<file path="config.mk">
export PLATFORM = sky130hd
export DESIGN_NAME = counter_array
export DESIGN_NICKNAME = d
export VERILOG_FILES = /design/src/counter_array_pkg.sv /design/src/cc_unit.sv /design/src/counter_array.sv
export SDC_FILE = /design/constraint.sdc
export NUM_CORES = 1
export LEC_CHECK = 0
export BUFFER_PORTS_ARGS = -buffer_cell sky130_fd_sc_hd__buf_2
export CAP_MARGIN = 20
export CORE_MARGIN = 5
export CORE_UTILIZATION = 53
export CTS_BUF_LIST = sky130_fd_sc_hd__clkbuf_8
export DETAILED_ROUTE_END_ITERATION = 6
export GPL_ROUTABILITY_DRIVEN = 0
export PLACE_DENSITY_LB_ADDON = 0.15
export SLEW_MARGIN = 0
export SYNTH_ARGS = -nofsm -noshare
export SYNTH_HDL_FRONTEND = slang
export SYNTH_HIERARCHICAL = 1
export SYNTH_SLANG_ARGS = --single-unit
</file>
<file path="constraint.sdc">
create_clock -name pclk -period 3.1 [get_ports pclk]
set_clock_uncertainty 0.2 [all_clocks]
set_input_delay 0.155 -clock pclk [delete_from_list [all_inputs] [get_ports pclk]]
set_output_delay 0.155 -clock pclk [all_outputs]
set_load 0.02 [all_outputs]
</file>
<file path="src/counter_array_pkg.sv">
package counter_array_pkg;
    // time base and module count
    localparam int CNT_W    = 16;
    localparam int NUM_MOD  = 3;
    localparam int WD_MOD   = 2;
    // clock source dividers
    localparam int DIV_SLOW = 12;
    localparam int DIV_FAST = 4;
    localparam int DIV_XOSC = 8;
    // register byte offsets
    localparam logic [11:0] OFF_CTRL   = 12'h000;
    localparam logic [11:0] OFF_COUNT  = 12'h004;
    localparam logic [11:0] OFF_STATUS = 12'h008;
    localparam logic [11:0] OFF_CLEAR  = 12'h00C;
    localparam logic [11:0] OFF_ENABLE = 12'h010;
    localparam logic [11:0] OFF_WDOG   = 12'h014;
    localparam logic [11:0] OFF_MODE0  = 12'h020;
    localparam logic [11:0] OFF_VALUE0 = 12'h030;
    localparam logic [11:0] OFF_STRIDE = 12'h004;
    // control fields
    localparam int CTRL_RUN   = 0;
    localparam int CTRL_SRC   = 1;
    // clock source codes
    localparam logic [2:0] SRC_SLOW  = 3'h0;
    localparam logic [2:0] SRC_FAST  = 3'h1;
    localparam logic [2:0] SRC_TMR0  = 3'h2;
    localparam logic [2:0] SRC_EXT   = 3'h3;
    localparam logic [2:0] SRC_SYS   = 3'h4;
    localparam logic [2:0] SRC_XOSC  = 3'h5;
    // module mode codes and mode register fields
    localparam logic [2:0] MODE_OFF  = 3'h0;
    localparam logic [2:0] MODE_CAP  = 3'h1;
    localparam logic [2:0] MODE_TMR  = 3'h2;
    localparam logic [2:0] MODE_HSO  = 3'h3;
    localparam logic [2:0] MODE_PWM  = 3'h4;
    localparam logic [2:0] MODE_FREQ = 3'h5;
    localparam int MD_PWM  = 3;
    localparam int MD_RISE = 6;
    localparam int MD_FALL = 7;
    // status bits
    localparam int ST_OVF  = 0;
    localparam int ST_HIT  = 1;
    localparam int ST_WDOG = 4;
    localparam int ST_W    = 5;
    // watchdog register fields and reset values
    localparam int WD_EN   = 0;
    localparam int WD_KICK = 1;
    localparam int WD_LIM  = 8;
    localparam logic [7:0] WD_LIM_RST = 8'hFF;
endpackage

</file>
<file path="src/cc_unit.sv">
`timescale 1ns/1ps
`default_nettype none
// one capture/compare module working against the shared time base
module cc_unit
    import counter_array_pkg::*;
#(
    parameter int W = CNT_W
) (
    input  wire logic         pclk,
    input  wire logic         presetn,
    input  wire logic         tick,     // time base advances this cycle
    input  wire logic [W-1:0] count,    // shared time base
    input  wire logic [2:0]   mode,
    input  wire logic [2:0]   pwm_sel,  // 0..4 -> 8,9,10,11,16 bits
    input  wire logic         cap_rise,
    input  wire logic         cap_fall,
    input  wire logic         cap_in,
    input  wire logic         wr_val,   // load value from software
    input  wire logic [W-1:0] wr_data,
    output logic      [W-1:0] value_ff,
    output logic              cc_out_ff,
    output logic              hit_ff    // one-cycle event pulse
);
    if (W != 16) begin : g_chk
        $error("cc_unit serves a 16-bit time base only");
    end

    logic         cap_d_ff;   // previous capture pin level
    logic         cap_edge;   // selected edge seen
    logic         match;      // full compare hit on a tick
    logic         fmatch;     // low byte hit for frequency output
    logic [W-1:0] mask;       // pwm resolution mask

    // pwm resolution decode; unknown codes fall back to 16 bits
    always_comb begin
        case (pwm_sel)
            3'h0:    mask = 16'h00FF;
            3'h1:    mask = 16'h01FF;
            3'h2:    mask = 16'h03FF;
            3'h3:    mask = 16'h07FF;
            default: mask = 16'hFFFF;
        endcase
    end

    assign cap_edge = (cap_rise & cap_in & ~cap_d_ff)
                    | (cap_fall & ~cap_in & cap_d_ff);
    assign match    = tick && (count == value_ff);
    assign fmatch   = tick && (count[7:0] == value_ff[7:0]);

    // edge detector history
    always_ff @(posedge pclk or negedge presetn) begin
        if (!presetn) cap_d_ff <= 1'b0;
        else          cap_d_ff <= cap_in;
    end

    // capture / compare value; software write wins over hardware
    always_ff @(posedge pclk or negedge presetn) begin
        if (!presetn) begin
            value_ff <= 16'h0000;
        end else if (wr_val) begin
            value_ff <= wr_data;
        end else if (mode == MODE_CAP && cap_edge) begin
            value_ff <= count;
        end else if (mode == MODE_FREQ && fmatch) begin
            // next toggle point one half period further on
            value_ff[7:0] <= value_ff[7:0] + value_ff[15:8];
        end
    end

    // module output pin
    always_ff @(posedge pclk or negedge presetn) begin
        if (!presetn) begin
            cc_out_ff <= 1'b0;
        end else begin
            case (mode)
                MODE_HSO:  if (match) cc_out_ff <= ~cc_out_ff;
                MODE_PWM:  cc_out_ff <= (count & mask)
                                      < (value_ff & mask);
                MODE_FREQ: if (fmatch) cc_out_ff <= ~cc_out_ff;
                default:   cc_out_ff <= 1'b0;
            endcase
        end
    end

    // event pulse per mode
    always_ff @(posedge pclk or negedge presetn) begin
        if (!presetn) begin
            hit_ff <= 1'b0;
        end else begin
            case (mode)
                MODE_CAP:  hit_ff <= cap_edge;
                MODE_TMR:  hit_ff <= match;
                MODE_HSO:  hit_ff <= match;
                MODE_PWM:  hit_ff <= tick && ((count & mask) == '0);
                MODE_FREQ: hit_ff <= fmatch;
                default:   hit_ff <= 1'b0;
            endcase
        end
    end

    property p_pwm8;
        @(posedge pclk) disable iff (!presetn)
        (mode == MODE_PWM && pwm_sel == 3'h0) |=>
            cc_out_ff == ($past(count[7:0]) < $past(value_ff[7:0]));
    endproperty
    a_pwm8: assert property (p_pwm8)
        else $error("pwm output disagrees with 8-bit compare");

    property p_capture;
        @(posedge pclk) disable iff (!presetn)
        (mode == MODE_CAP && cap_edge && !wr_val) |=>
            (value_ff == $past(count)) && hit_ff;
    endproperty
    a_capture: assert property (p_capture)
        else $error("capture did not latch the time base");
endmodule // cc_unit
`default_nettype wire

</file>
<file path="src/counter_array.sv">
`timescale 1ns/1ps
`default_nettype none
module counter_array
    import counter_array_pkg::*;
#(
    parameter int N = NUM_MOD
) (
    input  wire logic          pclk,
    input  wire logic          presetn,
    input  wire logic [11:0]   paddr,
    input  wire logic          psel,
    input  wire logic          penable,
    input  wire logic          pwrite,
    input  wire logic [31:0]   pwdata,
    output logic      [31:0]   prdata,
    output logic               pready,
    output logic               pslverr,
    input  wire logic          timer0_ovf,            // one-cycle pulse
    input  wire logic          external_count_input,
    input  wire logic          xosc_clk,              // sampled level
    input  wire logic [N-1:0]  cap_in,                // from crossbar
    output logic      [N-1:0]  cc_out,                // to crossbar
    output logic               irq,
    output logic               wd_reset               // one-cycle pulse
);
    if (N != 3) begin : g_chk
        $error("counter_array is built for three modules");
    end

    // bus side
    logic              acc;          // access phase with ready
    logic              wr;           // write takes effect
    logic [31:0]       prdata_ff;
    logic              pready_ff;
    logic              pslverr_ff;
    logic              hit_addr;     // address maps to a register
    logic [31:0]       rd_mux;
    // control and status
    logic              run_ff;
    logic [2:0]        src_ff;
    logic [CNT_W-1:0]  count_ff;
    logic [ST_W-1:0]   status_ff;
    logic [ST_W-1:0]   enable_ff;
    logic [ST_W-1:0]   set_ev;       // hardware events this cycle
    logic [ST_W-1:0]   clr_ev;       // software clears this cycle
    logic              irq_ff;
    logic              wd_en_ff;
    logic [7:0]        wd_lim_ff;
    logic              wd_reset_ff;
    logic              boot_ff;      // high only in first cycle
    // tick generation
    logic [3:0]        div_slow_ff;
    logic [1:0]        div_fast_ff;
    logic [2:0]        div_xosc_ff;
    logic              ext_d_ff;
    logic              xosc_d_ff;
    logic              xosc_edge;
    logic              tick_slow;
    logic              tick_fast;
    logic              tick_xosc;
    logic              tick_ext;
    logic              tick_src;     // selected source ticks
    logic              tick;         // time base advances
    // module side
    logic [7:0]        mode_ff   [N];
    logic [CNT_W-1:0]  value     [N];
    logic [N-1:0]      hit;
    logic [N-1:0]      cc_q;
    logic [N-1:0]      wr_val;
    logic [CNT_W-1:0]  wr_data   [N];
    logic [2:0]        mode_eff  [N];

    // APB: zero-wait slave, ready in the first access cycle
    assign acc = psel & penable & pready_ff;
    assign wr  = acc & pwrite;

    always_ff @(posedge pclk or negedge presetn) begin
        if (!presetn) begin
            pready_ff  <= 1'b0;
            pslverr_ff <= 1'b0;
            prdata_ff  <= 32'h0000_0000;
        end else begin
            pready_ff  <= psel & ~penable;
            pslverr_ff <= psel & ~penable & ~hit_addr;
            // read data captured at setup, stable through access
            if (psel & ~penable & ~pwrite) prdata_ff <= rd_mux;
        end
    end
    assign pready  = pready_ff;
    assign pslverr = pslverr_ff;
    assign prdata  = prdata_ff;

    // address decode and read mux; unmapped reads return zero
    always_comb begin
        hit_addr = 1'b1;
        rd_mux   = 32'h0000_0000;
        case (paddr)
            OFF_CTRL:   rd_mux = {28'h0, src_ff, run_ff};
            OFF_COUNT:  rd_mux = {16'h0, count_ff};
            OFF_STATUS: rd_mux = {27'h0, status_ff};
            OFF_CLEAR:  rd_mux = 32'h0000_0000;  // write-only
            OFF_ENABLE: rd_mux = {27'h0, enable_ff};
            OFF_WDOG:   rd_mux = {16'h0, wd_lim_ff, 7'h0, wd_en_ff};
            default:    hit_addr = 1'b0;
        endcase
        for (int i = 0; i < N; i++) begin
            if (paddr == OFF_MODE0 + 12'(i) * OFF_STRIDE) begin
                hit_addr = 1'b1;
                rd_mux   = {24'h0, mode_ff[i]};
            end
            if (paddr == OFF_VALUE0 + 12'(i) * OFF_STRIDE) begin
                hit_addr = 1'b1;
                rd_mux   = {16'h0, value[i]};
            end
        end
    end

    // run bit and clock source select
    always_ff @(posedge pclk or negedge presetn) begin
        if (!presetn) begin
            run_ff <= 1'b0;
            src_ff <= SRC_SLOW;
        end else if (wr && paddr == OFF_CTRL) begin
            run_ff <= pwdata[CTRL_RUN];
            // codes past the last source select nothing
            src_ff <= pwdata[CTRL_SRC +: 3];
        end
    end

    // divide-by-12 and divide-by-4 of the system clock
    always_ff @(posedge pclk or negedge presetn) begin
        if (!presetn) begin
            div_slow_ff <= 4'h0;
            div_fast_ff <= 2'h0;
        end else begin
            div_slow_ff <= tick_slow ? 4'h0 : div_slow_ff + 4'h1;
            div_fast_ff <= div_fast_ff + 2'h1;
        end
    end
    assign tick_slow = (div_slow_ff == 4'(DIV_SLOW - 1));
    assign tick_fast = (div_fast_ff == 2'(DIV_FAST - 1));

    // external count input and external oscillator edge detect;
    // the oscillator must be slower than half the system clock
    always_ff @(posedge pclk or negedge presetn) begin
        if (!presetn) begin
            ext_d_ff    <= 1'b0;
            xosc_d_ff   <= 1'b0;
            div_xosc_ff <= 3'h0;
        end else begin
            ext_d_ff  <= external_count_input;
            xosc_d_ff <= xosc_clk;
            if (xosc_edge) div_xosc_ff <= div_xosc_ff + 3'h1;
        end
    end
    assign tick_ext  = external_count_input & ~ext_d_ff;
    assign xosc_edge = xosc_clk & ~xosc_d_ff;
    assign tick_xosc = xosc_edge && div_xosc_ff == 3'(DIV_XOSC - 1);

    // source select
    always_comb begin
        case (src_ff)
            SRC_SLOW: tick_src = tick_slow;
            SRC_FAST: tick_src = tick_fast;
            SRC_TMR0: tick_src = timer0_ovf;
            SRC_EXT:  tick_src = tick_ext;
            SRC_SYS:  tick_src = 1'b1;
            SRC_XOSC: tick_src = tick_xosc;
            default:  tick_src = 1'b0;
        endcase
    end
    assign tick = run_ff & tick_src;

    // shared time base; a software load wins over counting
    always_ff @(posedge pclk or negedge presetn) begin
        if (!presetn) count_ff <= 16'h0000;
        else if (wr && paddr == OFF_COUNT) count_ff <= pwdata[15:0];
        else if (tick) count_ff <= count_ff + 16'h0001;
    end

    // module mode registers
    always_ff @(posedge pclk or negedge presetn) begin
        if (!presetn) begin
            for (int i = 0; i < N; i++) mode_ff[i] <= 8'h00;
        end else begin
            for (int i = 0; i < N; i++) begin
                if (wr && paddr == OFF_MODE0 + 12'(i) * OFF_STRIDE)
                    mode_ff[i] <= pwdata[7:0];
            end
        end
    end

    // watchdog control; enabled straight out of reset
    always_ff @(posedge pclk or negedge presetn) begin
        if (!presetn) begin
            wd_en_ff  <= 1'b1;
            wd_lim_ff <= WD_LIM_RST;
            boot_ff   <= 1'b1;
        end else begin
            boot_ff <= 1'b0;
            if (wr && paddr == OFF_WDOG) begin
                wd_en_ff  <= pwdata[WD_EN];
                wd_lim_ff <= pwdata[WD_LIM +: 8];
            end
        end
    end

    // value writes; a kick reloads module 2 ahead of the base
    always_comb begin
        for (int i = 0; i < N; i++) begin
            wr_val[i]  = wr && paddr == OFF_VALUE0 + 12'(i) * OFF_STRIDE;
            wr_data[i] = pwdata[15:0];
            mode_eff[i] = mode_ff[i][2:0];
        end
        if (wr && paddr == OFF_WDOG && pwdata[WD_KICK]) begin
            wr_val[WD_MOD]  = 1'b1;
            wr_data[WD_MOD] = count_ff + {pwdata[WD_LIM +: 8], 8'h00};
        end
        // in the watchdog role module 2 is a plain compare timer
        if (wd_en_ff) mode_eff[WD_MOD] = MODE_TMR;
    end

    // the three modules
    for (genvar g = 0; g < N; g++) begin : g_mod
        cc_unit #(.W(CNT_W)) u_cc (
            .pclk     (pclk),
            .presetn  (presetn),
            .tick     (tick),
            .count    (count_ff),
            .mode     (mode_eff[g]),
            .pwm_sel  (mode_ff[g][MD_PWM +: 3]),
            .cap_rise (mode_ff[g][MD_RISE]),
            .cap_fall (mode_ff[g][MD_FALL]),
            .cap_in   (cap_in[g]),
            .wr_val   (wr_val[g]),
            .wr_data  (wr_data[g]),
            .value_ff (value[g]),
            .cc_out_ff(cc_q[g]),
            .hit_ff   (hit[g])
        );
    end
    assign cc_out = cc_q;

    // watchdog expiry: compare hit while enabled
    always_ff @(posedge pclk or negedge presetn) begin
        if (!presetn) wd_reset_ff <= 1'b0;
        else          wd_reset_ff <= wd_en_ff & hit[WD_MOD];
    end
    assign wd_reset = wd_reset_ff;

    // sticky status; a set in the clearing cycle wins
    assign set_ev = {wd_en_ff & hit[WD_MOD],
                     hit & {~wd_en_ff, 2'b11},
                     tick && count_ff == 16'hFFFF};
    assign clr_ev = (wr && paddr == OFF_CLEAR) ? pwdata[ST_W-1:0]
                                               : '0;

    always_ff @(posedge pclk or negedge presetn) begin
        if (!presetn) status_ff <= '0;
        else          status_ff <= (status_ff & ~clr_ev) | set_ev;
    end

    // interrupt enable and level output
    always_ff @(posedge pclk or negedge presetn) begin
        if (!presetn) begin
            enable_ff <= '0;
            irq_ff    <= 1'b0;
        end else begin
            if (wr && paddr == OFF_ENABLE) enable_ff <= pwdata[ST_W-1:0];
            irq_ff <= |(status_ff & enable_ff);
        end
    end
    assign irq = irq_ff;

    property p_count;
        @(posedge pclk) disable iff (!presetn)
        (tick && !(wr && paddr == OFF_COUNT)) |=>
            count_ff == $past(count_ff) + 16'h0001;
    endproperty
    a_count: assert property (p_count)
        else $error("time base did not advance by one");

    property p_wrap;
        @(posedge pclk) disable iff (!presetn)
        (tick && count_ff == 16'hFFFF && !wr) |=>
            count_ff == 16'h0000 && status_ff[ST_OVF];
    endproperty
    a_wrap: assert property (p_wrap)
        else $error("wrap did not reach zero with overflow set");

    property p_slow;
        @(posedge pclk) disable iff (!presetn)
        tick_slow |=> !tick_slow [*8] ##1 !tick_slow ##1 !tick_slow
                      ##1 !tick_slow ##1 tick_slow;
    endproperty
    a_slow: assert property (p_slow)
        else $error("slow divider is not twelve cycles");

    property p_fast;
        @(posedge pclk) disable iff (!presetn)
        tick_fast |=> !tick_fast [*3] ##1 tick_fast;
    endproperty
    a_fast: assert property (p_fast)
        else $error("fast divider is not four cycles");

    property p_boot;
        @(posedge pclk) disable iff (!presetn)
        boot_ff |-> wd_en_ff && mode_eff[WD_MOD] == MODE_TMR;
    endproperty
    a_boot: assert property (p_boot)
        else $error("watchdog not enabled after reset");

    property p_wdog;
        @(posedge pclk) disable iff (!presetn)
        (wd_en_ff && hit[WD_MOD]) |=> wd_reset_ff ##1 !wd_reset_ff;
    endproperty
    a_wdog: assert property (p_wdog)
        else $error("watchdog expiry pulse missing or too long");

    property p_xosc;
        @(posedge pclk) disable iff (!presetn)
        (run_ff && src_ff == SRC_XOSC && tick_src) |->
            xosc_edge && div_xosc_ff == 3'h7;
    endproperty
    a_xosc: assert property (p_xosc)
        else $error("oscillator tick not on eighth edge");

    property p_ready;
        @(posedge pclk) disable iff (!presetn)
        (psel && !penable) |=> pready_ff ##1 !pready_ff;
    endproperty
    a_ready: assert property (p_ready)
        else $error("bus ready not a single access cycle");
endmodule // counter_array
`default_nettype wire

</file>
==> flow_summary.yaml <==
run_status:
  status: "complete, no violations"
setup_path:
  ff2ff_setup_slack_ns: 0.16
  start_kind: "flop"
  critical_path_required_ns: 3.24
  critPathMaxFanout: 5
  r2r_start: "div_xosc_ff[0]"
  reg2reg_depth: 12
  critPathKind: "reg2reg"
  r2r-end: "g_mod[2].u_cc/cc_out_ff"
  arrival_ns: 3.08
  end_kind: "flop"
sta:
  hold_violations: 0
  setup_violations: 0
  finalCritPeriodShare_pct: 94.69
  fmax_mhz: 340.7
  final.setup.worst_slack_ns: 0.1645
  worstMarginPinSlew_ns: 0.9739
  rsz0062_at_grt: "false"
  relSlewSlack_pct: 35.07
  slew_viol_final: 0
  layout_min_cycle_time_ns: 2.935
power_and_ir_drop:
  power_leakage_nw: 5.613
  peakVddDrop_mv: 0.2461
  pwr-share-comb_pct: 16.9
  power_frac_clock_pct: 35.9
  power_density_nw_per_um2: 345.3
  power_switching_mw: 1.440
  seqPwrFrac_pct: 47.2
  internal_power_mw: 3.043
  swShare_pct: 32.12
  total_power_mw: 4.483
routing:
  first_pass_iters: 5
  drt_iter0_drc: 1044
  viasPerCell: 6.149
  wl_per_cell_um: 21.84
  antenna_left: 0
  vias: 10460
  route.detailed.drc: 0
  finalWirelength_mm: 37.15
logic_synthesis:
  synth-edff-count: 0
  synth_top_area_share_pct: 30.88
  yosysTopAreaCell: "dfrtp_1"
  synth_flop_cell: "dfrtp_1"
  ys_types: 72
  ys_seq_elements: 151
  syn-cell-area_um2: 11510
  async_reset_ff_share_pct: 100.0
  synth_area_leaders: "dfrtp_1, ha_1, nand2_1, o21ai_0, mux2i_1"
  yosysSeqAreaShare_pct: 32.93
  synth_common_cells: "nand2_1, dfrtp_1, o21ai_0"
  syn_area_per_cell_um2: 8.832
  synth_most_common_cell: "nand2_1"
  ys_warn_count: 6
  syn_inst: 1303
place:
  place_area_um2: 12290
  dp_cells: 1643
  io_buffers: 61
  dp_slack_ns: -0.02728
  place_hpwl_mm: 27.25
clock_tree:
  clk_pin_slew_ns: 0.10
  h-tree-depth: 4
  clock_sinks: 151
  clockBufferDepth: 2
  cts_root_buffer: "clkbuf_8"
  clock_latency_ns: 0.48
  numCtsBuffers: 17
  cts_tree: "yes"
grt:
  grt_max_degree: 76
  grt_pass1_wl_mm: 57.10
  grt_usage_pct: 30.12
  grt_overflow: 0
  grt_pass1_vias: 9823
  antenna_found_initial: 0
min_path:
  holdCritStartpoint: "paddr[8]"
  whs_path_depth: 5
  holdPathEnd: "prdata[1]"
  hp-class: "in2reg"
die:
  num_rows: 54
  start_util_pct: 53.23
  die_w_um: 157.4
  coreArea_um2: 21620
  die_y_um: 157.4
  die_area_um2: 24760
  ioPinCount: 94
final_layout:
  fill_cells: 1994
  n_antenna_cell: 0
  final_nets: 1549
  final_cells: 1701
  drive_gt1_share_pct: 16.75
  fin_area_um2: 12980
  area_growth_pct: 12.80
job:
  maxCapViolCount: 0
cell type report:
class	instances	area [um^2]	area share (%)
inverters	59	221.5	1.706
well taps	280	350.3	2.699
flip-flops and latches	151	3790	29.20
clock buffers	17	234.0	1.802
clock inverters	14	165.2	1.272
repair buffers	142	1007	7.759
multi-input cells	1038	7213	55.57
per-stage QoR:
stage	utilization (%)	setup TNS, ns	hold slack [ns]
2_1_floorplan	-	0	-0.3406
3_3_place_gp	56.82	0	0.03710
3_5_place_dp	56.82	-0.03714	0.03680
4_1_cts	59.83	0	0.04011
5_1_grt	60.04	0	0.08862
6_report	60.04	0	0.04014
power by group through the flow:
stage                     clock network, mW  registers (mW)  logic, mW
after detailed placement                  0            2.15      0.717
after CTS                              1.63            2.12      0.745
after global routing                   1.70            2.12      0.816
final                                  1.61            2.12      0.758
after global placement                    0            2.15      0.701
after floorplan                           0            2.15      0.345
worst max-delay path by stage:
stage | start | slack (ns) | endpoint | depth (start not counted)
5_1_grt | div_xosc_ff[0] | 0.02 | g_mod[2].u_cc/value_ff[7] | 12
3_5_place_dp | div_xosc_ff[0] | -0.03 | g_mod[2].u_cc/value_ff[7] | 12
2_1_floorplan | div_xosc_ff[0] | 0.29 | g_mod[0].u_cc/value_ff[7] | 14
6_report | div_xosc_ff[0] | 0.16 | g_mod[2].u_cc/cc_out_ff | 12
3_3_place_gp | div_xosc_ff[0] | 0.02 | g_mod[2].u_cc/value_ff[7] | 12
4_1_cts | div_xosc_ff[0] | 0.04 | g_mod[2].u_cc/value_ff[7] | 12
critical path: stages, from the launching register on:
cell and delay, ns:
dfrtp_1 0.38, ha_1 0.15, ha_1 0.14, nand3b_1 0.10, a221oi_2 0.34, o21ai_0 0.18, inv_2 0.21, nand3_1 0.14
or2_2 0.30, a2bb2oi_1 0.13, a31oi_1 0.19, mux2i_1 0.21, o21ai_0 0.13
sequential cells by signal, summed over array words and instances (netlist names):
| signal | count |
|---|---|
| div_xosc_ff | 3 |
| prdata | 16 |
| xosc_d_ff | 1 |
| irq | 1 |
| run_ff | 1 |
| mode_ff | 18 |
| mode_eff | 6 |
| src_ff | 3 |
| count_ff | 16 |
| status_ff | 5 |
| ext_d_ff | 1 |
| enable_ff | 5 |
| pslverr | 1 |
| g_mod.u_cc/hit_ff | 3 |
| div_slow_ff | 4 |
| g_mod.u_cc/value_ff | 48 |
| wd_lim_ff | 8 |
| pready | 1 |
| div_fast_ff | 2 |
| wd_en_ff | 1 |
| wd_reset | 1 |
| g_mod.u_cc/cap_d_ff | 3 |
| g_mod.u_cc/cc_out_ff | 3 |
placed cells by master (no fill, tap or decap), drive strengths merged, types with 25 or more instances in the layout:
master / count
nor2b: 30
nand2: 199
dlygate4sd3: 25
a21oi: 54
xnor2: 29
nor2: 63
ha: 81
mux2: 45
o21ai: 123
xor2: 30
dfrtp: 142
inv: 66
mux2i: 54
nor3: 27
buf: 117
routing by layer:
layer	vias to the layer above	global-route usage, %	share of wire (%)
met4	0	10.16	3.1
met2	463	47.91	46
li1	4884	-	-
met1	5042	42.57	44
met5	-	0	0
met3	70	3.932	7.8
cell families (layout without fill, tap and decap cells):
kind of cell / Yosys count / after routing / synth area share (%)
flip-flops: 151 / 151 / 32.93
other: 1 / 16 / 0.03258
adder cells (fa/ha/maj): 85 / 85 / 9.502
XOR/XNOR: 59 / 59 / 4.490
AND/OR/NAND/NOR: 465 / 465 / 20.66
AO/OA/AOI/OAI: 314 / 314 / 18.03
multiplexers: 99 / 99 / 9.132
buffers and inverters: 129 / 232 / 5.229
what timing repair did:
item	in CTS	in global routing
gates resized for setup	1	5
hold buffers	25	0
buffers inserted	0	2
setup endpoints to repair	7	17
hold endpoints to repair	167	0
No activity file was read; power rests on OpenSTA's default activity.
